## config.mk

```make
export PLATFORM = sky130hd
export DESIGN_NAME = dmacp_channel
export DESIGN_NICKNAME = d
export VERILOG_FILES = /design/src/shared/dmacp_pkg.sv /design/src/rtl/dmacp_channel.sv
export VERILOG_INCLUDE_DIRS = /design/src /design/src/shared
export SDC_FILE = /design/constraint.sdc
export NUM_CORES = 1
export LEC_CHECK = 0
export ABC_CLOCK_PERIOD_IN_PS = 3360
export BUFFER_PORTS_ARGS = -buffer_cell sky130_fd_sc_hd__buf_4
export CORE_MARGIN = 2
export CORE_UTILIZATION = 40
export CTS_CLUSTER_DIAMETER = 200
export DETAILED_ROUTE_END_ITERATION = 6
export PLACE_DENSITY = 0.64
export SETUP_SLACK_MARGIN = 0.1
export SYNTH_ARGS = -nofsm -noshare
export SYNTH_HDL_FRONTEND = slang
export SYNTH_SLANG_ARGS = --single-unit
```

## constraint.sdc

```tcl
create_clock -name clk -period 3.36 [get_ports clk]
set_input_delay 0.336 -clock clk [delete_from_list [all_inputs] [get_ports clk]]
set_output_delay 0.336 -clock clk [all_outputs]
set_load 0.01 [all_outputs]
```

## src/shared/dmacp_map.svh

```systemverilog
`ifndef DMACP_MAP_SVH
`define DMACP_MAP_SVH

// ----------------------------------------------------------------------
// Register offsets (byte addresses)
// ----------------------------------------------------------------------
`define DMACP_CELL_BYTE_COUNT_OFS     8'h00
`define DMACP_CELL_PROGRESS_COUNT_OFS 8'h04
`define DMACP_MATCH_BYTE_OFS          8'h08
`define DMACP_MODE_CTRL_OFS           8'h0C
`define DMACP_STATUS_OFS              8'h10

// ----------------------------------------------------------------------
// Field positions and reset values
// ----------------------------------------------------------------------
`define DMACP_MODE_DETECT_BIT   0
`define DMACP_MODE_TERM_BIT     1
`define DMACP_MODE_ENABLE_BIT   2
`define DMACP_CELL_SIZE_RST     16'h0000
`define DMACP_MATCH_BYTE_RST    8'h00
`define DMACP_FULL_CELL         17'h10000

`endif

```

## src/shared/dmacp_pkg.sv

```systemverilog
package dmacp_pkg;

    typedef struct packed {
        logic [7:0]  addr;
        logic [31:0] wdata;
        logic        wr;
        logic        rd;
    } dmacp_bus_req_type;

    typedef struct packed {
        logic       valid;
        logic [7:0] data;
    } dmacp_beat_type;

    typedef enum logic [2:0] {
        DMACP_IDLE = 3'b001,
        DMACP_MOVE = 3'b010,
        DMACP_DONE = 3'b100
    } dmacp_state_type;

    typedef struct packed {
        dmacp_state_type state;
        logic [15:0]     cell_size_field;
        logic [15:0]     cell_progress_field;
        logic [7:0]      match_byte_field;
        logic [2:0]      mode;
        logic            terminated;
        logic            cell_done;
        logic [31:0]     rdata;
        logic [1:0]      buf_cnt;
        logic [7:0]      buf0;
        logic [7:0]      buf1;
    } dmacp_state_all_type;

endpackage

```

## src/rtl/dmacp_channel.sv

```systemverilog
`timescale 1ns/1ps
`include "dmacp_map.svh"
// Function
// - Cell size sets bytes per trigger, zero=65536
// - Read-only progress counter of bytes since trigger
// - Pattern detect match clears progress counter
// - Match byte used only in detect and terminate modes
// - Match byte bits 31-8 read zero
// - Upper 16 bits zero, reset clears all
module dmacp_channel
    import dmacp_pkg::*;
(
    input  wire logic        clk,
    input  wire logic        rst_n,
    input  wire logic [7:0]  bus_addr,
    input  wire logic [31:0] bus_wdata,
    input  wire logic        bus_wr,
    input  wire logic        bus_rd,
    output logic      [31:0] bus_rdata,
    input  wire logic        trigger,
    input  wire logic        src_valid,
    input  wire logic [7:0]  src_data,
    output logic             src_ready,
    output logic             dst_valid,
    output logic      [7:0]  dst_data,
    input  wire logic        dst_ready,
    output logic             cell_done,
    output logic             pattern_hit,
    output logic             terminated
);

    // ------------------------------------------------------------------
    // State
    // ------------------------------------------------------------------
    dmacp_state_all_type s_q;
    dmacp_state_all_type s_d;
    logic                take;
    logic                give;
    logic                match;
    logic [16:0]         target;

    function automatic logic [16:0] cell_target(input logic [15:0] sz);
        cell_target = (sz == 16'h0000) ? `DMACP_FULL_CELL : {1'b0, sz};
    endfunction

    assign target      = cell_target(s_q.cell_size_field);
    // Accept only while moving and room remains in the two-entry buffer
    assign src_ready   = (s_q.state == DMACP_MOVE) && (s_q.buf_cnt != 2'h2);
    assign take        = src_valid && src_ready;
    assign dst_valid   = (s_q.buf_cnt != 2'h0);
    assign dst_data    = s_q.buf0;
    assign give        = dst_valid && dst_ready;
    assign match       = take && (src_data == s_q.match_byte_field);
    assign pattern_hit = match && (s_q.mode[`DMACP_MODE_DETECT_BIT] |
                                   s_q.mode[`DMACP_MODE_TERM_BIT]);
    assign bus_rdata   = s_q.rdata;
    assign cell_done   = s_q.cell_done;
    assign terminated  = s_q.terminated;

    // ------------------------------------------------------------------
    // Next state
    // ------------------------------------------------------------------
    always_comb begin
        logic [16:0] next_cnt;
        next_cnt = 17'h00000;
        s_d = s_q;
        s_d.cell_done = 1'b0;
        s_d.rdata = 32'h0000_0000;
        if (bus_wr) begin
            unique case (bus_addr)
                `DMACP_CELL_BYTE_COUNT_OFS:
                    s_d.cell_size_field = bus_wdata[15:0];
                `DMACP_MATCH_BYTE_OFS:
                    s_d.match_byte_field = bus_wdata[7:0];
                `DMACP_MODE_CTRL_OFS: begin
                    s_d.mode = bus_wdata[2:0];
                    s_d.terminated = 1'b0;
                end
                default: begin
                end
            endcase
        end
        if (bus_rd) begin
            unique case (bus_addr)
                `DMACP_CELL_BYTE_COUNT_OFS:
                    s_d.rdata = {16'h0000, s_q.cell_size_field};
                `DMACP_CELL_PROGRESS_COUNT_OFS:
                    s_d.rdata = {16'h0000, s_q.cell_progress_field};
                `DMACP_MATCH_BYTE_OFS:
                    s_d.rdata = {24'h000000, s_q.match_byte_field};
                `DMACP_MODE_CTRL_OFS:
                    s_d.rdata = {29'h0, s_q.mode};
                `DMACP_STATUS_OFS:
                    s_d.rdata = {27'h0, s_q.terminated, s_q.buf_cnt,
                                 s_q.state == DMACP_MOVE,
                                 s_q.state == DMACP_IDLE};
                default:
                    s_d.rdata = 32'h0000_0000;
            endcase
        end

        // Two-entry buffer: a stalled receiver keeps both words
        unique case ({take, give})
            2'b10: begin
                if (s_q.buf_cnt == 2'h0) s_d.buf0 = src_data;
                else s_d.buf1 = src_data;
                s_d.buf_cnt = s_q.buf_cnt + 2'h1;
            end
            2'b01: begin
                s_d.buf0 = s_q.buf1;
                s_d.buf_cnt = s_q.buf_cnt - 2'h1;
            end
            2'b11: begin
                if (s_q.buf_cnt == 2'h1) s_d.buf0 = src_data;
                else begin
                    s_d.buf0 = s_q.buf1;
                    s_d.buf1 = src_data;
                end
            end
            default: begin
            end
        endcase

        unique case (s_q.state)
            DMACP_IDLE: begin
                if (trigger && s_q.mode[`DMACP_MODE_ENABLE_BIT] &&
                    !s_q.terminated) begin
                    s_d.state = DMACP_MOVE;
                    s_d.cell_progress_field = 16'h0000;
                end
            end
            DMACP_MOVE: begin
                if (take) begin
                    next_cnt = {1'b0, s_q.cell_progress_field} + 17'h1;
                    if (match && s_q.mode[`DMACP_MODE_DETECT_BIT]) begin
                        s_d.cell_progress_field = 16'h0000;
                    end else if (next_cnt == target) begin
                        s_d.cell_progress_field = 16'h0000;
                    end else begin
                        s_d.cell_progress_field = next_cnt[15:0];
                    end
                    // Match byte ends the cell only in terminate mode
                    if (match && s_q.mode[`DMACP_MODE_TERM_BIT]) begin
                        s_d.terminated = 1'b1;
                        s_d.state = DMACP_DONE;
                    end else if (next_cnt == target) begin
                        s_d.state = DMACP_DONE;
                    end
                end
            end
            DMACP_DONE: begin
                s_d.cell_done = 1'b1;
                s_d.state = DMACP_IDLE;
            end
        endcase
    end

    always_ff @(posedge clk or negedge rst_n) begin
        if (!rst_n) begin
            s_q.state               <= DMACP_IDLE;
            s_q.cell_size_field     <= `DMACP_CELL_SIZE_RST;
            s_q.cell_progress_field <= 16'h0000;
            s_q.match_byte_field    <= `DMACP_MATCH_BYTE_RST;
            s_q.mode                <= 3'h0;
            s_q.terminated          <= 1'b0;
            s_q.cell_done           <= 1'b0;
            s_q.rdata               <= 32'h0000_0000;
            s_q.buf_cnt             <= 2'h0;
            s_q.buf0                <= 8'h00;
            s_q.buf1                <= 8'h00;
        end else begin
            s_q <= s_d;
        end
    end
endmodule // dmacp_channel

```

After elaboration in Yosys (flattened, before gate mapping):

Cells that the tools add are included.

* register bits after elaboration: 98
* bits in latches: 0
* RAM bits: 0
* bits in read-only memories: 0
* input port bits: 55
* output and inout port bits: 45
* word-level logic and storage cells: 86
* memories: 0

* add/subtract/negate cells: 3
* multiply operators: 0
* divide/modulo/power cells: 0
* magnitude comparators: 0
* equality and inequality tests: 20
* shifts and indexed selects: 0
* muxes and demuxes: 26
* bitwise operators: 1
* reductions and logical operators: 25

Operator list (number)
* $mux W16: 5
* $pmux W16 S5: 1
* $mux W8: 4
* $pmux W16 S2: 1
* $pmux W8 S3: 1
* $add A16 B1 Y17 const B: 1
* $eq A17 B17 Y1: 1
* $mux W17: 1
* $eq A8 B4 Y1 const B: 2
* $logic_not A16 Y1: 1
* $pmux W8 S2: 1
* $mux W3: 4
* $ne A2 B2 Y1 const B: 5
* $logic_and A1 B1 Y1: 9
* $pmux W3 S3: 1
* $reduce_and A3 Y1: 3
* $eq A8 B3 Y1 const B: 1
* $eq A8 B5 Y1 const B: 1
* $eq A8 B8 Y1: 1
* $logic_not A8 Y1: 1
* $reduce_and A2 Y1: 4
* $reduce_bool A2 Y1: 4
* $mux W1: 6
* $eq A2 B1 Y1 const B: 2
* 13 further kinds: 14

Logic depth before layout (Yosys ltp):

Gate-level depths: netlist (run 1).

* depth after elaboration: 8
* gate-level depth with buffers: 10
* depth with buffers taken out: 10

Least setup slack after synthesis (run 1):

Ideal clock, no wire load.

* kind: register to register
* from: reg s_q[16] (netlist bit)
* to: reg s_q[77] (netlist bit)
* library setup time: 0.065 ns
* arrival time: 2.704 ns
* data required time: 3.295 ns
* path slack: 0.590 ns
* stages on the path, launching flop included: 9
* path buffers: 0
* clock period less this slack: 2.770 ns
* path through: dfrtp_1 inv_1 ha_1 nor4b_1 nand2_1 a21oi_1 clkinv_1 nor4b_1 o22a_1

* cells in the longest elaborated chain, start to end: 8
* elaborated cells between the ends (all ways): 10
* those cells by class: eq/ne: 2; mux: 3; reduce/logical: 5

Ends and longest elaborated chain
* from (decl): RTL line dmacp_channel.sv:35 `dmacp_state_all_type s_q;`
* $ne A2 B2 Y1 (*): RTL line dmacp_channel.sv:48 `assign src_ready = (s_q.state == DMACP_MOVE) && (s_q.buf_cnt != 2'h2);`
* $logic_and A1 B1 Y1 (*): RTL line dmacp_channel.sv:48
* net src_ready: RTL line dmacp_channel.sv:23 `output logic src_ready,`
* $logic_and A1 B1 Y1 (*): RTL line dmacp_channel.sv:49 `assign take = src_valid && src_ready;`
* $logic_and A1 B1 Y1: RTL line dmacp_channel.sv:53 `assign match = take && (src_data == s_q.match_byte_field);`
* $logic_and A1 B1 Y1: RTL line dmacp_channel.sv:135 `` if (match && s_q.mode[`DMACP_MODE_DETECT_BIT]) begin ``
* $mux W16: RTL line dmacp_channel.sv:135
* $mux W16: RTL line dmacp_channel.sv:133 `if (take) begin`
* $pmux W16 S2: RTL line dmacp_channel.sv:124 `unique case (s_q.state)`

Mark *: on every way through the listed nets, which the timed path passes. The rest lies on a longest branch. The select of a mux whose other input is x is not followed.
A chain may end at the register's enable or synchronous reset.

Worst setup path after layout (run 1):

* from: reg s_q[63] (netlist bit)
* to: reg s_q[71] (netlist bit)

* cells in the longest elaborated chain, start to end: 6

Ends and longest elaborated chain
* $add A16 B1 Y17 (*): RTL line dmacp_channel.sv:134 `next_cnt = {1'b0, s_q.cell_progress_field} + 17'h1;`
* $eq A17 B17 Y1: RTL line dmacp_channel.sv:137 `end else if (next_cnt == target) begin`
* $mux W16 (*): RTL line dmacp_channel.sv:137
* $mux W16 (*): RTL line dmacp_channel.sv:135
* $mux W16 (*): RTL line dmacp_channel.sv:133
* $pmux W16 S2 (*): RTL line dmacp_channel.sv:124

Mark *: on every way between the ends. The rest lies on a longest branch, timed or not. The select of a mux whose other input is x is not followed.

==> flow_metrics.py, run 1 <==
metrics = {
    "critical_path": {
        "crit_path_top_delay_cell": "or4_1",
        "endpoint_kind": "flop",
        "r2r_end": "s_q[71]",
        "crit_path_max_incr_delay_ns": 0.50,
        "rrSetupSlack_ns": 0.48,
        "path_cells": "ha_1 > nand3_1 > or4_1 > a211oi_1 > nand4_1 > nor4_4 > buf_4 > nor2_1 > a221o_1",
        "startpoint_type": "flop",
        "cp.required_ns": 3.58,
        "path_class": "flop to flop",
        "reg2reg_depth": 9,
        "crit_arrival_ns": 3.10,
        "worst-path-max-fanout": 10,
        "rr_startpoint": "s_q[63]",
    },
    "sta": {
        "min_period_ns": 2.88,
        "timing_hold_violations_final": 0,
        "worst_pin_slew_ns": 1.02,
        "fmax_ghz": 0.347,
        "finClkSkew_ns": 0.00538,
        "slew_violations": 0,
        "finalCritPeriodShare": 0.857,
        "slew_headroom": 0.317,
        "hold_ws_ns": 0.155,
        "rsz0062_at_grt": "no",
        "setup_viol": 0,
        "fin_setup_tns_ns": 0,
    },
    "yosys": {
        "synth-seq-cells": 82,
        "synth.area.top_cells": "dfrtp_1 42%, mux2_2 9.4%, buf_4 6.9%, xnor2_1 3.8%, a22oi_1 3.5%",
        "synthArstFlopShare": 1.00,
        "ys_warn_count": 0,
        "postSynthAreaPerCell_um2": 10.1,
        "synth_top_area_share": 0.424,
        "synth_flop_cell": "dfrtp_1",
        "post_synth_num_cell_types": 60,
        "ys_seq_area_frac": 0.430,
        "syn_inst": 472,
        "synth.most_common_cell": "dfrtp_1",
        "netlist_area_um2": 4780,
        "synth_edf_count": 0,
        "yosys.area.top_type": "dfrtp_1",
        "synthTopCellsByCount": "81 x dfrtp_1, 44 x buf_4, 40 x mux2_2",
    },
    "die": {
        "io_pins": 100,
        "coreArea_um2": 11500,
        "die_h_um": 113,
        "die_area_um2": 12800,
        "start_util": 0.415,
        "die_x_um": 113,
        "row_count": 39,
    },
    "worst_hold_path": {
        "hold_class": "primary input to async pin",
    },
    "power_and_ir_drop": {
        "sequentialPowerShare": 0.358,
        "p_sw_uw": 1220,
        "ir_worst_vdd_v": 0.000419,
        "p_per_area_nw_per_um2": 647,
        "pwr-share-clk": 0.300,
        "p_int_uw": 2390,
        "comb_power_share": 0.342,
        "p_sw_frac": 0.337,
        "leakage_uw": 0.00251,
    },
    "route": {
        "vias": 3777,
        "drt_iter0_drc": 335,
        "avgViaCountPerCell": 5.64,
        "wl_um": 11500,
        "first_pass_iters": 5,
        "routedWlPerCell_um": 17.1,
        "ant_nets": 0,
        "drc": 0,
    },
    "clocking": {
        "cts_resized": 0,
        "ctsHoldBuffers": 0,
        "htreeDepth": 3,
        "clock-root-buffer": "clkbuf_16",
        "cts_setup_buffers": 0,
        "cts.sink_count": 82,
        "clock_latency_ns": 0.34,
        "clk_path_buf_depth": 2,
        "numCtsBuffers": 9,
        "path_clk_slew_ns": 0.06,
        "cts_tree": "yes",
    },
    "place": {
        "port_buffers": 67,
        "dp.cells": 654,
        "hpwl_um": 8500,
        "gp_congestion": 0.928,
    },
    "global_route": {
        "grt_use_total": 0.185,
        "antenna_found_initial": 0,
        "grt_start_max_net_pins": 83,
        "gr-total-overflow": 0,
        "grt_pass1_vias": 3656,
        "grt_pass1_wl_um": 18800,
    },
    "status": {
        "status": "finished, final reports clean",
    },
    "layout": {
        "fillers": 1099,
        "syn2layout_area_growth_pct": 16.8,
        "drive_above_1_share": 0.290,
        "fin_cells": 670,
        "diodes": 0,
        "nNetsFinal": 584,
    },
    "flow_run": {
        "maxCapViolations": 0,
    },
}
[final cells by class]
type / count / area (um^2) / area share
flip-flops and latches: 82 / 2050 / 0.368
clock buffers: 10 / 239 / 0.0428
inverters: 11 / 41.3 / 0.00740
repair buffers: 87 / 653 / 0.117
clock inverters: 6 / 87.6 / 0.0157
multi-input cells: 331 / 2330 / 0.417
well taps: 143 / 179 / 0.0321
[critical path, delay by kind of cell, from the launching register on]
family | cells | cell delay (ns)
simple gates | 5 | 1.26
compound gates | 2 | 0.52
fa+ha+maj | 1 | 0.36
flops | 1 | 0.35
buf+inv | 1 | 0.25
[routing by layer]
metal | vias up | track usage | routed length [um]
met4 | 0 | 0.0707 | 226
li1 | 1763 | - | -
met3 | 19 | 0.0279 | 589
met5 | - | 0 | 0
met2 | 133 | 0.299 | 5490
met1 | 1862 | 0.253 | 5140
[flip-flops by register name (all words and copies together) (netlist names)]
register,cells
s_q,56
bus_rdata,16
dst_data,8
cell_done,1
terminated,1
[metrics by stage]
stage	area, um^2	util	power [uW]	worst slack, ns
floorplan	4830	-	2160	0.590
global placement	5250	0.456	2500	0.553
detailed placement	5250	0.456	2540	0.524
CTS	5580	0.485	3630	0.488
global route	5580	0.485	3810	0.251
finish	5580	0.485	3610	0.482
[cells by family (layout without fill, tap and decap cells)]
family | count (synthesis) | count (layout) | synth area share
muxes | 41 | 41 | 0.0964
DFF | 82 | 82 | 0.430
buffers and inverters | 74 | 114 | 0.0964
and+or+nand+nor | 151 | 151 | 0.169
other | 1 | 16 | 0.000785
xor gates and xnor gates | 30 | 30 | 0.0550
AOI/OAI and AO/OA | 86 | 86 | 0.135
adders and majority gates | 7 | 7 | 0.0183
[placed cells by master (no fill, tap or decap), types with 3 or more instances in the layout]
cell	instances
buf_4	87
dfrtp_1	81
mux2_2	40
nor2_1	39
nand2_1	30
a22oi_1	22
xnor2_1	21
nand3_1	16
conb_1	16
o21ai_0	13
nor4_1	11
a221o_1	11
inv_1	10
nor3_1	9
nand4_1	9
xor2_1	9
clkbuf_16	9
a21oi_1	8
ha_1	7
nor4b_1	5
a222oi_1	5
nand2b_1	5
and2_1	4
or3_1	4
a211oi_1	4
nor3b_1	3
o21a_1	3
a21o_1	3
[worst max-delay path by stage]
stage / from / endpoint / slack, ns / depth (start not counted)
after floorplan: s_q[16] / s_q[77] / 0.59 / 8
after global placement: s_q[63] / s_q[73] / 0.55 / 9
after detailed placement: s_q[63] / s_q[71] / 0.52 / 9
after CTS: s_q[63] / s_q[71] / 0.49 / 9
after global routing: s_q[63] / s_q[71] / 0.25 / 9
final: s_q[63] / s_q[71] / 0.48 / 9
[power by group through the flow]
| stage | Combinational (uW) | Clock, uW | Sequential (uW) |
|---|---|---|---|
| after detailed placement | 1230 | 0 | 1300 |
| after CTS | 1240 | 1100 | 1290 |
| after global routing | 1360 | 1140 | 1320 |
| after global placement | 1200 | 0 | 1300 |
| after floorplan | 901 | 0 | 1260 |
| final | 1230 | 1080 | 1290 |
(Power assumes the default switching activity.)
==> run 2, diff against run 1 <==
Settings changed: ABC_CLOCK_PERIOD_IN_PS 3360 to 2400, PLACE_DENSITY 0.64 to 0.67.
Clock period 3.36 ns to 2.4 ns, I/O delays scaled along.
==> flow_metrics.py, run 2 (synthesis gave the netlist of run 1 again) <==
metrics = {
    "clocking": {
        "htreeDepth": 3,
        "clock-root-buffer": "clkbuf_16",
        "cts_tree": "yes",
        "numCtsBuffers": 9,
        "clk_path_buf_depth": 2,
        "clock_latency_ns": 0.34,
        "path_clk_slew_ns": 0.06,
        "cts.sink_count": 82,
    },
    "route": {
        "routedWlPerCell_um": 18.3,
        "wl_um": 13900,
        "ant_nets": 0,
        "first_pass_iters": 6,
        "drc": 0,
        "drt_iter0_drc": 409,
        "vias": 4262,
        "avgViaCountPerCell": 5.62,
    },
    "critical_path": {
        "rrSetupSlack_ns": -0.19,
        "crit_path_top_delay_cell": "dfrtp_1",
        "crit_arrival_ns": 2.81,
        "r2r_end": "s_q[75]",
        "path_class": "flop to flop",
        "rr_startpoint": "s_q[72]",
        "startpoint_type": "flop",
        "reg2reg_depth": 11,
        "worst-path-max-fanout": 6,
        "crit_path_max_incr_delay_ns": 0.37,
        "path_buf_inv": 4,
        "cp.required_ns": 2.62,
        "crit_family": "simple AND/OR/NAND/NOR gates",
        "endpoint_kind": "flop",
        "path_cells": "nand4_1 > buf_4 > buf_6 > nor4_4 > xnor2_1 > o2111ai_2 > nor4_4 > buf_4 > nor2_4 > buf_6 > a221o_1",
    },
    "place": {
        "gp_congestion": 0.886,
        "hpwl_um": 9330,
        "port_buffers": 67,
    },
    "layout": {
        "final_common_cell": "buf_4",
        "top_register": "s_q",
        "syn2layout_area_growth_pct": 39.3,
        "layout_common_cells": "168 x buf_4, 77 x dfrtp_1, 40 x mux2_2, 35 x nor2_1, 25 x nand2_1",
        "diodes": 0,
        "largest_reg_flops": 56,
        "nNetsFinal": 674,
        "drive_above_1_share": 0.490,
    },
    "die": {
        "die_area_um2": 12800,
        "row_count": 39,
        "io_pins": 100,
        "start_util": 0.415,
        "die_h_um": 113,
        "coreArea_um2": 11500,
        "die_x_um": 113,
    },
    "flow_run": {
        "maxCapViolations": 0,
    },
    "sta": {
        "min_period_ns": 2.59,
        "fin_ws_ns": -0.194,
        "fmax_ghz": 0.385,
        "setup_viol": 16,
        "timing_hold_violations_final": 0,
        "finalCritPeriodShare": 1.08,
        "slew_headroom": 0.319,
        "rsz0062_at_grt": "yes",
        "worst_pin_slew_ns": 1.02,
        "hold_ws_ns": 0.0680,
        "slew_violations": 0,
        "finClkSkew_ns": 0.00503,
    },
    "power_and_ir_drop": {
        "totalPowerFinal_uw": 5860,
        "p_per_area_nw_per_um2": 881,
        "ir_worst_vdd_v": 0.000554,
        "leakage_uw": 0.00306,
    },
    "global_route": {
        "grt_pass1_vias": 4196,
        "grt_pass1_wl_um": 20800,
        "antenna_found_initial": 0,
        "gr-total-overflow": 0,
        "grt_use_total": 0.204,
        "grt_start_max_net_pins": 83,
    },
    "status": {
        "status": "complete, but fails checks",
        "violations": "negative setup slack",
    },
    "worst_hold_path": {
        "hold_class": "primary input to async pin",
    },
}
[run 2: cell count changes in the layout (fill, tap and decap cells not counted), sizes merged]
cell    previous run  this run
clkbuf            10        11
inv               12        10
buf               87       176
clkinv             3         4
[run 2: stage by stage]
stage	cells	utilization	worst slack, ns	cell area (um^2)	setup TNS (ns)
floorplan	487	-	-0.173	4900	-1.85
global placement	711	0.498	-0.0826	5740	-0.738
detailed placement	711	0.498	-0.156	5740	-1.59
CTS	741	0.542	-0.106	6240	-1.08
global route	759	0.578	-0.251	6650	-3.23
finish	759	0.578	-0.194	6650	-2.23
[run 2: layer usage]
layer / vias up / GRT usage / part of all wire
li1: 1944 / - / -
met1: 2095 / 0.268 / 0.42
met2: 189 / 0.335 / 0.49
met3: 34 / 0.0354 / 0.060
met4: 0 / 0.0813 / 0.028
met5: - / 0 / 0
[run 2: cell type report]
| type | instances | area, um^2 |
|---|---|---|
| clock inverters | 5 | 78.8 |
| repair buffers | 177 | 1380 |
| fillers | 948 | 4860 |
| flip-flops and latches | 82 | 2060 |
| multi-input cells | 331 | 2680 |
| well taps | 143 | 179 |
| inverters | 11 | 43.8 |
| clock buffers | 10 | 239 |
[run 2: worst max-delay path by stage]
stage,depth (start not counted),slack (ns),endpoint,start
finish,11,-0.19,s_q[75],s_q[72]
global route,11,-0.25,s_q[75],s_q[72]
CTS,10,-0.11,s_q[76],s_q[63]
detailed placement,10,-0.16,s_q[75],s_q[63]
global placement,8,-0.08,s_q[76],s_q[68]
floorplan,10,-0.17,s_q[71],s_q[64]
[run 2: what timing repair did]
action,CTS,global route
setup endpoints to repair,26,35
pin swaps,11,25
gates resized for setup,18,62
cloned,0,1
endpoints found under the hold margin,0,0
buffers inserted,15,18
hold buffers,0,0
[run 2: where the power goes]
| group | switching [uW] | internal, uW |
|---|---|---|
| Sequential | 194 | 1620 |
| Clock | 558 | 932 |
| Combinational | 1290 | 1270 |
